$ cat src/shared/sltg_pkg.sv
// Package for the link test pattern generator: register map, field layout,
// mode codes, injection points and sequence seeds.
// Assumes a single clock domain and an 8-bit register port with 13-bit addresses.
package sltg_pkg;

	localparam logic [12:0] SLTG_ADDR_SOFT_RESET = 13'h0000;
	localparam logic [12:0] SLTG_ADDR_UPAT_BASE = 13'h0551;
	localparam logic [12:0] SLTG_ADDR_UPAT_LAST = 13'h0558;
	localparam logic [12:0] SLTG_ADDR_CTRL = 13'h0573;
	localparam logic [7:0] SLTG_SOFT_RESET_CODE = 8'h81;
	localparam logic [7:0] SLTG_CTRL_RESET = 8'h00;
	localparam logic [7:0] SLTG_CTRL_WR_MASK = 8'h3F;

	localparam int SLTG_MODE_LSB = 0;
	localparam int SLTG_MODE_MSB = 3;
	localparam int SLTG_INJ_LSB = 4;
	localparam int SLTG_INJ_MSB = 5;

	typedef enum logic [3:0] {
		SLTG_MODE_OFF = 4'h0,
		SLTG_MODE_CHECKER = 4'h1,
		SLTG_MODE_TOGGLE = 4'h2,
		SLTG_MODE_PN31 = 4'h3,
		SLTG_MODE_PN23 = 4'h4,
		SLTG_MODE_PN15 = 4'h5,
		SLTG_MODE_PN9 = 4'h6,
		SLTG_MODE_PN7 = 4'h7,
		SLTG_MODE_RAMP = 4'h8,
		SLTG_MODE_USER_REPEAT = 4'hE,
		SLTG_MODE_USER_SINGLE = 4'hF
	} sltg_mode_t;

	typedef enum logic [1:0] {
		SLTG_INJ_SAMPLE = 2'h0,
		SLTG_INJ_SYMBOL = 2'h1,
		SLTG_INJ_OCTET = 2'h2
	} sltg_inj_t;

	localparam logic [4:0] SLTG_W_SAMPLE = 5'd16;
	localparam logic [4:0] SLTG_W_SYMBOL = 5'd10;
	localparam logic [4:0] SLTG_W_OCTET = 5'd8;
	localparam logic [15:0] SLTG_MASK_SAMPLE = 16'hFFFF;
	localparam logic [15:0] SLTG_MASK_SYMBOL = 16'h03FF;
	localparam logic [15:0] SLTG_MASK_OCTET = 16'h00FF;
	localparam logic [15:0] SLTG_CHECKER_EVEN = 16'h5555;
	localparam logic [15:0] SLTG_CHECKER_ODD = 16'hAAAA;
	localparam logic [3:0] SLTG_USHIFT_SYMBOL = 4'h6;
	localparam logic [3:0] SLTG_USHIFT_OCTET = 4'h8;

	localparam logic [30:0] SLTG_SEED_PN31 = 31'h0003AFFF;
	localparam logic [30:0] SLTG_SEED_PN23 = 31'h0000_3AFF;
	localparam logic [30:0] SLTG_SEED_PN15 = 31'h0000_03AF;
	localparam logic [30:0] SLTG_SEED_PN9 = 31'h0000_0092;
	localparam logic [30:0] SLTG_SEED_PN7 = 31'h0000_0007;

	// Polynomial x^order + x^tap + 1.
	typedef struct packed {
		logic [4:0] order;
		logic [4:0] tap;
		logic [30:0] seed;
	} sltg_poly_t;

	typedef struct packed {
		logic [30:0] state;
		logic [15:0] word;
	} sltg_prbs_t;

	typedef struct packed {
		logic [15:0] word;
		logic active;
		sltg_inj_t inj;
	} sltg_out_t;

endpackage

$ cat src/sltg_top.sv
// Test pattern generator for the transmit path of a serial converter link.
// Assumes word_advance pulses once per frame, symbol or octet, at most every other clock.

// How it works
// - Control low nibble picks pattern; zero is off.
// - Control bits five to four pick injection point.
// - Sample point: 16-bit word, one per frame.
// - Symbol point: 10-bit words, checker 155/2AA.
// - Octet point: 8-bit words, checker 55/AA.
// - Code 3: PN31, x31+x28+1, fixed seed.
// - Code 4: PN23, x23+x18+1, fixed seed.
// - Codes 5-7: PN15, PN9, PN7 with seeds.
// - Code 8: ramp wrapping at injection width.
// - Code E: user words one..four, repeating.
// - Code F: user words once, then zeros.
// - User words from registers, upper bits when narrower.
module sltg_top
	import sltg_pkg::*;
#(
	parameter int SAMPLE_W = 16
) (
	input wire logic clk, // 20 MHz clock
	input wire logic reset_n, // asynchronous reset, active low
	input wire logic [12:0] reg_addr, // register address
	input wire logic [7:0] reg_wdata, // register write data
	input wire logic reg_wr, // register write strobe
	input wire logic reg_rd, // register read strobe
	output logic [7:0] reg_rdata_q, // read data, two cycles after the strobe
	output logic reg_rvalid_q, // read data valid pulse
	input wire logic word_advance, // one pulse per frame, symbol or octet
	input wire logic [15:0] normal_word, // normal datapath word
	output logic [15:0] link_word_q, // word sent on, low-aligned
	output logic test_active_q, // test pattern replaces normal data
	output logic [1:0] inject_point_q // active injection point
);

	if (SAMPLE_W != 16) begin : g_bad_width
		$error("sltg_top serves only 16-bit samples");
	end

	function automatic sltg_poly_t poly_of(input logic [3:0] mode);
		sltg_poly_t p;
		p = '{order: 5'd31, tap: 5'd28, seed: SLTG_SEED_PN31};
		unique case (mode)
			SLTG_MODE_PN23: p = '{order: 5'd23, tap: 5'd18, seed: SLTG_SEED_PN23};
			SLTG_MODE_PN15: p = '{order: 5'd15, tap: 5'd14, seed: SLTG_SEED_PN15};
			SLTG_MODE_PN9: p = '{order: 5'd9, tap: 5'd5, seed: SLTG_SEED_PN9};
			SLTG_MODE_PN7: p = '{order: 5'd7, tap: 5'd6, seed: SLTG_SEED_PN7};
			default: p = '{order: 5'd31, tap: 5'd28, seed: SLTG_SEED_PN31};
		endcase
		return p;
	endfunction

	// Runs the register n steps; each step sends the bit leaving the LSB, so the seed goes out first.
	// The first bit sent ends in the word's MSB.
	function automatic sltg_prbs_t prbs_step(input logic [30:0] st, input sltg_poly_t p, input logic [4:0] n);
		sltg_prbs_t r;
		logic fb;
		r.state = st;
		r.word = 16'h0000;
		fb = 1'b0;
		for (int i = 0; i < 16; i++) begin
			if (5'(i) < n) begin
				fb = r.state[0] ^ r.state[p.order - p.tap];
				r.word = {r.word[14:0], r.state[0]};
				r.state = (r.state >> 1) | (31'(fb) << (p.order - 5'd1));
			end
		end
		return r;
	endfunction

	logic [7:0] ctrl_q;
	logic [30:0] prbs_q;
	logic [15:0] ramp_q;
	logic phase_q;
	logic [1:0] uidx_q;
	logic single_done_q;
	logic rd_pend_q;
	logic rd_is_upat_q;
	logic [7:0] rd_hold_q;
	logic [7:0] mem_byte;
	logic [15:0] mem_word;
	logic ctrl_wr;
	logic soft_reset;
	logic upat_hit_wr;
	logic upat_hit_rd;
	logic [2:0] wr_byte;
	logic [2:0] rd_byte;
	sltg_mode_t mode;
	sltg_inj_t inj;
	logic [4:0] width;
	logic [15:0] mask;
	logic [15:0] pat_word;
	logic [15:0] user_word;
	sltg_prbs_t prbs_next;
	logic is_prbs;
	sltg_poly_t wr_poly;

	assign mode = sltg_mode_t'(ctrl_q[SLTG_MODE_MSB:SLTG_MODE_LSB]);
	assign inj = sltg_inj_t'(ctrl_q[SLTG_INJ_MSB:SLTG_INJ_LSB]);
	assign ctrl_wr = reg_wr && (reg_addr == SLTG_ADDR_CTRL);
	assign soft_reset = reg_wr && (reg_addr == SLTG_ADDR_SOFT_RESET) && (reg_wdata == SLTG_SOFT_RESET_CODE);
	assign upat_hit_wr = reg_wr && (reg_addr >= SLTG_ADDR_UPAT_BASE) && (reg_addr <= SLTG_ADDR_UPAT_LAST);
	assign upat_hit_rd = (reg_addr >= SLTG_ADDR_UPAT_BASE) && (reg_addr <= SLTG_ADDR_UPAT_LAST);
	assign wr_byte = 3'(reg_addr - SLTG_ADDR_UPAT_BASE);
	assign rd_byte = wr_byte;
	assign is_prbs = (mode == SLTG_MODE_PN31) || (mode == SLTG_MODE_PN23) || (mode == SLTG_MODE_PN15)
		|| (mode == SLTG_MODE_PN9) || (mode == SLTG_MODE_PN7);

	sltg_upat_mem u_upat (
		.clk(clk),
		.reset_n(reset_n),
		.wr_en(upat_hit_wr),
		.wr_byte(wr_byte),
		.wr_data(reg_wdata),
		.rd_byte(rd_byte),
		.rd_byte_q(mem_byte),
		.rd_word(uidx_q),
		.rd_word_q(mem_word)
	);

	// Width and mask of the chosen injection point; an unused code falls back to samples.
	always_comb begin
		width = SLTG_W_SAMPLE;
		mask = SLTG_MASK_SAMPLE;
		user_word = mem_word;
		unique case (inj)
			SLTG_INJ_SYMBOL: begin
				width = SLTG_W_SYMBOL;
				mask = SLTG_MASK_SYMBOL;
				user_word = mem_word >> SLTG_USHIFT_SYMBOL;
			end
			SLTG_INJ_OCTET: begin
				width = SLTG_W_OCTET;
				mask = SLTG_MASK_OCTET;
				user_word = mem_word >> SLTG_USHIFT_OCTET;
			end
			default: begin
				width = SLTG_W_SAMPLE;
				mask = SLTG_MASK_SAMPLE;
				user_word = mem_word;
			end
		endcase
	end

	assign prbs_next = prbs_step(prbs_q, poly_of(mode), width);
	assign wr_poly = poly_of(reg_wdata[SLTG_MODE_MSB:SLTG_MODE_LSB]);

	always_comb begin
		pat_word = 16'h0000;
		unique case (mode)
			SLTG_MODE_CHECKER: pat_word = (phase_q ? SLTG_CHECKER_ODD : SLTG_CHECKER_EVEN) & mask;
			SLTG_MODE_TOGGLE: pat_word = (phase_q ? 16'hFFFF : 16'h0000) & mask;
			SLTG_MODE_PN31, SLTG_MODE_PN23, SLTG_MODE_PN15, SLTG_MODE_PN9, SLTG_MODE_PN7: begin
				pat_word = prbs_next.word & mask;
			end
			SLTG_MODE_RAMP: pat_word = ramp_q & mask;
			SLTG_MODE_USER_REPEAT: pat_word = user_word & mask;
			SLTG_MODE_USER_SINGLE: pat_word = single_done_q ? 16'h0000 : (user_word & mask);
			default: pat_word = 16'h0000;
		endcase
	end

	always_ff @(posedge clk or negedge reset_n) begin
		if (!reset_n) begin
			ctrl_q <= SLTG_CTRL_RESET;
		end else if (soft_reset) begin
			ctrl_q <= SLTG_CTRL_RESET;
		end else if (ctrl_wr) begin
			ctrl_q <= reg_wdata & SLTG_CTRL_WR_MASK;
		end
	end

	// Sequence state restarts whenever the control register is written or soft reset.
	always_ff @(posedge clk or negedge reset_n) begin
		if (!reset_n) begin
			prbs_q <= SLTG_SEED_PN31;
			ramp_q <= 16'h0000;
			phase_q <= 1'b0;
			uidx_q <= 2'h0;
			single_done_q <= 1'b0;
		end else if (ctrl_wr || soft_reset) begin
			prbs_q <= wr_poly.seed;
			ramp_q <= 16'h0000;
			phase_q <= 1'b0;
			uidx_q <= 2'h0;
			single_done_q <= 1'b0;
		end else if (word_advance && (mode != SLTG_MODE_OFF)) begin
			if (is_prbs) begin
				prbs_q <= prbs_next.state;
			end
			ramp_q <= (ramp_q + 16'h0001) & mask;
			phase_q <= !phase_q;
			uidx_q <= uidx_q + 2'h1;
			if (uidx_q == 2'h3) begin
				single_done_q <= 1'b1;
			end
		end
	end

	always_ff @(posedge clk or negedge reset_n) begin
		if (!reset_n) begin
			link_word_q <= 16'h0000;
			test_active_q <= 1'b0;
			inject_point_q <= 2'h0;
		end else begin
			test_active_q <= (mode != SLTG_MODE_OFF);
			inject_point_q <= inj;
			if (word_advance) begin
				link_word_q <= (mode != SLTG_MODE_OFF) ? pat_word : normal_word;
			end
		end
	end

	always_ff @(posedge clk or negedge reset_n) begin
		if (!reset_n) begin
			rd_pend_q <= 1'b0;
			rd_is_upat_q <= 1'b0;
			rd_hold_q <= 8'h00;
			reg_rdata_q <= 8'h00;
			reg_rvalid_q <= 1'b0;
		end else begin
			rd_pend_q <= reg_rd;
			rd_is_upat_q <= reg_rd && upat_hit_rd;
			rd_hold_q <= (reg_rd && (reg_addr == SLTG_ADDR_CTRL)) ? ctrl_q : 8'h00;
			reg_rvalid_q <= rd_pend_q;
			if (rd_pend_q) begin
				reg_rdata_q <= rd_is_upat_q ? mem_byte : rd_hold_q;
			end
		end
	end

endmodule

$ cat src/sltg_upat_mem.sv
// Four 16-bit user pattern words, written a byte at a time.
// Assumes byte index 0 is the low byte of word 0; both read ports are registered.
module sltg_upat_mem
	import sltg_pkg::*;
(
	input wire logic clk, // 20 MHz clock
	input wire logic reset_n, // asynchronous reset, active low
	input wire logic wr_en, // byte write strobe
	input wire logic [2:0] wr_byte, // byte index of the write
	input wire logic [7:0] wr_data, // byte to write
	input wire logic [2:0] rd_byte, // byte index for readback
	output logic [7:0] rd_byte_q, // registered readback byte
	input wire logic [1:0] rd_word, // word index for the generator
	output logic [15:0] rd_word_q // registered pattern word
);

	logic [7:0] mem_q [8];

	always_ff @(posedge clk or negedge reset_n) begin
		if (!reset_n) begin
			for (int i = 0; i < 8; i++) begin
				mem_q[i] <= 8'h00;
			end
		end else if (wr_en) begin
			mem_q[wr_byte] <= wr_data;
		end
	end

	always_ff @(posedge clk or negedge reset_n) begin
		if (!reset_n) begin
			rd_byte_q <= 8'h00;
			rd_word_q <= 16'h0000;
		end else begin
			rd_byte_q <= mem_q[rd_byte];
			rd_word_q <= {mem_q[{rd_word, 1'b1}], mem_q[{rd_word, 1'b0}]};
		end
	end

endmodule

$ cat config.mk
export PLATFORM = sky130hd
export DESIGN_NAME = sltg_top
export DESIGN_NICKNAME = d
export VERILOG_FILES = /design/src/shared/sltg_pkg.sv /design/src/sltg_top.sv /design/src/sltg_upat_mem.sv
export SDC_FILE = /design/constraint.sdc
export NUM_CORES = 1
export LEC_CHECK = 0
export ABC_AREA = 1
export BUFFER_PORTS_ARGS = -buffer_cell sky130_fd_sc_hd__buf_4
export CAP_MARGIN = 20
export CELL_PAD_IN_SITES_DETAIL_PLACEMENT = 0
export CELL_PAD_IN_SITES_GLOBAL_PLACEMENT = 1
export CORE_MARGIN = 2
export CORE_UTILIZATION = 42
export CTS_BUF_LIST = sky130_fd_sc_hd__clkbuf_8
export DETAILED_ROUTE_END_ITERATION = 8
export GPL_TIMING_DRIVEN = 0
export PLACE_DENSITY_LB_ADDON = 0.1
export SLEW_MARGIN = 10
export SYNTH_ARGS = -nofsm -noshare
export SYNTH_HDL_FRONTEND = slang
export SYNTH_SLANG_ARGS = --single-unit
$ cat constraint.sdc
create_clock -name clk -period 9.85 [get_ports clk]
set_clock_uncertainty 0.1 [all_clocks]
set_input_delay 0.985 -clock clk [delete_from_list [all_inputs] [get_ports clk]]
set_output_delay 0.985 -clock clk [all_outputs]
set_load 0.005 [all_outputs]
---- Word level (Yosys, flattened, before mapping) ----
Index checks and enable logic that the tools add are counted.
operators by class
  order comparisons ....................... 23
  reductions and logical operators ........ 25
  add/subtract/negate cells ............... 5
  equality and inequality tests ........... 19
  muxes and demuxes ....................... 86
  shifts and indexed selects .............. 16
  bitwise operators ....................... 41
operator list
  cell                                                                                 count
  47-bit two-way mux                                                                   16
  30-bit by 31-bit bitwise OR with 31-bit output                                       16
  1-bit by 5-bit << shifter with 31-bit output                                         16
  41-bit one-hot mux with 4 select lines                                               1
  16-bit AND                                                                           6
  16-bit two-way mux                                                                   6
  16-bit one-hot mux with 6 select lines                                               1
  31-bit two-way mux                                                                   3
  8-bit two-way mux                                                                    11
  1-bit binary-select mux with 5-bit select                                            16
  8-bit binary-select mux with 3-bit select                                            3
  18-bit one-hot mux with 4 select lines                                               1
  64-bit bitwise mux                                                                   1
  16-bit one-hot mux with 2 select lines                                               2
  4-bit by 5-bit < comparator with 1-bit output (first input constant)                 8
  4-bit by 3-bit equality test with 1-bit output (second input constant)               8
  8-bit demux with 3-bit select                                                        1
  1-bit two-way mux                                                                    21
  3-bit by 5-bit < comparator with 1-bit output (first input constant)                 4
  16-bit by 1-bit adder with 16-bit output (second input constant)                     1
  1-bit XOR                                                                            16
  13-bit by 11-bit equality test with 1-bit output (second input constant)             1
  13-bit by 11-bit >= comparator with 1-bit output (second input constant)             1
  13-bit by 11-bit less-or-equal comparator with 1-bit output (second input constant)  1
  other kinds (26)                                                                     54
word-level totals
  output and inout bits ................... 28
  bits in registers ....................... 185
  input bits .............................. 42
  word-level logic and storage cells ...... 239

---- Logic depth before layout (Yosys ltp) ----
  word-level depth ........................ 102
  gate-level depth with buffers ........... 133
  gate-level depth less buffers ........... 129

---- By module ----
A second synthesis with hierarchy kept.
unflattened totals
  cells, all modules ...................... 2217
  area total of the unflattened synthesis .. 14702.9 µm²
by module, submodules not included
  module         area an instance (µm²)  instances  cells an instance
  sltg_top       10334.9                 1          1664
  sltg_upat_mem  4367.9                  1          553

---- Worst setup path before layout ----
OpenSTA, ideal clock, no wires.
  path type ............................... register to register
  start ................................... register ctrl_q[3]
  end ..................................... register prbs_q[14]
  data arrival time ....................... 9500 ps
  setup slack ............................. 133 ps
  period minus slack after synthesis ...... 9717 ps
  path buffers ............................ 7
  required time ........................... 9634 ps
  stages on the path, launching flop included .. 130
  cells stage by stage .................... dfrtp_1 -> inv_4 -> nand2_4 -> nor2_2 -> buf_6 -> inv_2 -> buf_6 -> buf_6 -> buf_4 -> clkbuf_1 -> clkbuf_1 -> fa_1 -> buf_4 -> inv_2 -> a21oi_1 -> nand3_1 -> nand3_1 -> nand2_1 -> [... 94 more ...] -> nand2_1 -> nand2_1 -> nand2_1 -> nand2_1 -> nand3_1 -> nand2_1 -> nand2_1 -> nand2_1 -> nand2_1 -> nand3_2 -> nand2_2 -> nand2_1 -> nand2_2 -> and2_4 -> nand2_1 -> nand2_1 -> nand2_1 -> nand2_1
on the way
  word-level cells in the longest chain between the ends .. 102
  elaborated cells on any way between the ends .. 116
  classes of those cells .................. 2 x add/sub; 5 x eq/ne; 16 x shift; 52 x mux; 32 x bitwise; 9 x reduce/logical
ends and longest elaborated chain
  what                                                                      line                                              text
  from (decl)                                                               sltg_top.sv:72                                    logic [7:0] ctrl_q;
  from (signal assigned)                                                    sltg_top.sv:170                                   ctrl_q <= reg_wdata & SLTG_CTRL_WR_MASK;
  4-bit by 3-bit equality test with 1-bit output, on equally long branches  sltg_top.sv:44, sltg_top.sv:108, sltg_top.sv:107
  41-bit one-hot mux with 4 select lines                                    sltg_top.sv:44                                    unique case (mode)
  5-bit subtractor                                                          sltg_top.sv:64                                    fb = r.state[0] ^ r.state[p.order - p.tap];
  1-bit binary-select mux with 5-bit select                                 sltg_top.sv:64
  1-bit two-way mux (implied by the code)                                   sltg_top.sv:64
  1-bit XOR                                                                 sltg_top.sv:64
  1-bit by 5-bit << shifter with 31-bit output                              sltg_top.sv:66                                    r.state = (r.state >> 1) | (31'(fb) << (p.order - 5'd1));
  30-bit by 31-bit bitwise OR with 31-bit output                            sltg_top.sv:66
  [... 86 more ...]                                                         n/a
  1-bit two-way mux (implied by the code)                                   sltg_top.sv:64
  1-bit XOR                                                                 sltg_top.sv:64
  1-bit by 5-bit << shifter with 31-bit output                              sltg_top.sv:66
  30-bit by 31-bit bitwise OR with 31-bit output                            sltg_top.sv:66
  47-bit two-way mux                                                        sltg_top.sv:63                                    if (5'(i) < n) begin
  31-bit two-way mux                                                        sltg_top.sv:189                                   if (is_prbs) begin
  31-bit two-way mux                                                        sltg_top.sv:188                                   end else if (word_advance && (mode != SLTG_MODE_OFF)) begin
  31-bit two-way mux                                                        sltg_top.sv:182                                   end else if (ctrl_wr || soft_reset) begin
  to (signal assigned)                                                      sltg_top.sv:183                                   prbs_q <= wr_poly.seed;
  to (signal assigned)                                                      sltg_top.sv:190                                   prbs_q <= prbs_next.state;
  to (decl)                                                                 sltg_top.sv:73                                    logic [30:0] prbs_q;
Parallel ways exist; a longest one is shown, timed or not. The select of a mux whose other input is x is not followed.
A chain may end at the register's enable or synchronous reset.

---- Worst setup path in the final report ----
Same ends and word-level chain as after synthesis.

==> impl_metrics.ini <==
[detailed_routing]
ant_nets = 0
routedWlPerCell_um = 24.2
drt_iter0_drc = 2208
wl_um = 66300
vias = 16700
viasPerCell = 6.10
drc_errors = 0
drt-pass1-iter-count = 9

[pwr]
p_sw_share_pct = 37.7
irDropWorstVdd_uv = 118
p_int_uw = 1200
leakage_uw = 0.00794
power_density_mw_per_mm2 = 113
p_seq_share_pct = 44.7
p_total_uw = 1930
power.switching_uw = 729
comb_power_share_pct = 26.1
p_clk_share_pct = 29.2

[logic_synthesis]
syn_inst = 2097
synth.most_common_cell = nand2_1
yosys-top-cells-count = nand2_1, o21ai_0, inv_1
netlist_top_cells_area = dfrtp_1, nand2_1, o21ai_0
synth_cell_type_count = 68
synth_top_area_share_pct = 29.6
syn_area_mm2 = 0.0140
synth_area_per_cell_um2 = 6.66
synthArstFlopShare_pct = 100
synth_edf_count = 0
synth_warnings = 0
ys.flop_type = dfrtp_1
synth.ff_latch_count = 181
syn-num-nets = 2151
synth_area_leader_cell = dfrtp_1
synth-seq-area-share_pct = 32.6

[status]
status = complete, but fails checks
violations = negative setup slack

[die]
die_w_um = 186
core-area_mm2 = 0.0326
die-area_mm2 = 0.0347
die_y_um = 186
initial_core_util_pct = 42.8
pin_count = 70
num_rows = 66

[place]
place_worst_setup_slack_ns = -4.10
placedInstanceArea_mm2 = 0.0151
gp_congestion = 1.03
placed_cells = 2611
hpwl_um = 50300
portBuffers = 69

[setup_path]
crit_path_max_incr_delay_ns = 0.45
worstPathMaxFanout = 6
required_ns = 10.16
cp.arrival_ns = 11.32
start_kind = flop
path_class = flop to flop
cp_slowest_cell = dfrtp_2
critPathCaptureType = flop
crit_path_frequent_cell = nand2_2

[job]
maxCapViolCount = 0

[clock_network]
clk_path_buf_depth = 2
cts_sinks = 181
ctsHoldBuffers = 0
ctsHtreeMaxLevel = 4
root_buffer = clkbuf_8
clk_pin_slew_worst_paths_ns = 0.11
cts_tree = built
clk_latency_ns = 0.51
cts_made_buffers = 17

[cells_and_area]
nets = 2343
antenna_cells = 0
syn2layout_area_growth_pct = 23.1
layout.cells.non_filler = 2744
drive_gt1_share_pct = 22.4
final_cell_area_mm2 = 0.0172

[min_path]
hp-class = flop to flop

[sta]
layout_setup_ws_ns = -1.16
slew_headroom_pct = 30.2
max_freq_ghz = 0.0908
fin_crit_sh_pct = 112
final.min_clock_period_ns = 11.01
rsz0062_at_grt = yes
setup_viol_count_final = 14
finalHoldViolCount = 0
slew_viol_final = 0
tns_ns = -9.49
worstMarginPinSlew_ns = 1.04

[grt]
antenna_found_initial = 2
grt_pass1_vias = 15900
grt_usage_pct = 37.9
gr-total-overflow = 0
grt_max_degree = 109
grt_pass1_wl_um = 100000
==> per-layer routing <==
| layer | GRT usage (%) | part of all wire, % | vias to the layer above |
|---|---|---|---|
| met5 | 0 | 0 | - |
| met4 | 19.4 | 5.7 | 0 |
| met3 | 7.03 | 9.7 | 233 |
| met2 | 58.0 | 44 | 1071 |
| met1 | 51.2 | 41 | 7993 |
| li1 | - | - | 7448 |
==> timing repair <==
item                       in CTS  in global routing
setup endpoints to repair      34                 22
resized for setup             154                101
setup buffers                  71                 33
pin swaps                      70                 72
==> through the flow <==
stage | utilization [%] | hold WS, ns
floorplan | - | 0.252
global placement | 46.1 | 0.254
detailed placement | 46.2 | 0.267
CTS | 51.0 | 0.291
global route | 52.7 | 0.309
finish | 52.7 | 0.292
==> logic make-up after synthesis <==
family | Yosys count | share of synthesized area, %
simple gates | 973 | 30.4
buf+inv | 359 | 11.5
compound gates | 568 | 24.2
other cells | 1 | 0.0269
fa+ha+maj | 12 | 1.13
flops | 181 | 32.6
xor+xnor | 3 | 0.188
==> final timing paths <==
kind	startpoint	endpoint	slack, ns	cells after the start
hold / removal	rd_pend_q	reg_rvalid_q	0.29	0
hold reg to reg	rd_pend_q	reg_rvalid_q	0.29	0
setup / recovery	ctrl_q[3]	prbs_q[14]	-1.16	104
min in group asynchronous	reset_n	u_upat.mem_q[60]	0.32	1
max in group asynchronous	reset_n	prbs_q[23]	8.38	2
setup reg to reg	ctrl_q[3]	prbs_q[14]	-1.16	104
==> area by class of cell <==
cell class	instances	area, µm²
fill	3427	15400
multi-input combinational	1557	8580
sequential	181	4550
timing repair buffer	176	1370
inverter	252	997
buffer	104	684
tap	442	553
clock buffer	19	262
clock inverter	13	178
==> placed cells by master (no fill, tap or decap), drive strengths merged, types with 11 or more instances in the layout <==
master / n
nand2: 589
inv: 250
o21ai: 246
buf: 218
nor2: 170
dfrtp: 165
nand3: 143
a21oi: 142
clkbuf: 80
a31oi: 31
o211ai: 30
nor3: 28
a221oi: 25
nand4: 23
o22ai: 19
o221ai: 17
dfstp: 16
clkinv: 14
ha: 11
==> registers in the layout (all words and copies together), names as in the netlist <==
| register | cells |
|---|---|
| rd_pend_q | 1 |
| uidx_q | 2 |
| ctrl_q | 6 |
| u_upat.mem_q | 64 |
| phase_q | 1 |
| reg_rdata_q | 8 |
| rd_hold_q | 6 |
| u_upat.rd_byte_q | 8 |
| inject_point_q | 2 |
| test_active_q | 1 |
| link_word_q | 16 |
| single_done_q | 1 |
| reg_rvalid_q | 1 |
| prbs_q | 31 |
| ramp_q | 16 |
| u_upat.rd_word_q | 16 |
| rd_is_upat_q | 1 |
==> worst max-delay path: cells and delay by family, from the launching register on <==
kind | cells | cell delay [ns]
compound gates | 9 | 1.46
simple gates | 83 | 6.97
fa+ha+maj | 1 | 0.43
flops | 1 | 0.45
buf+inv | 11 | 1.43
==> power by group through the flow <==
stage | registers [µW] | clock network [µW] | logic, µW
finish | 864 | 564 | 505
CTS | 862 | 570 | 468
detailed placement | 875 | 0 | 430
global route | 871 | 604 | 551
global placement | 876 | 0 | 428
floorplan | 854 | 0 | 264
No activity file was read; power rests on OpenSTA's default activity.
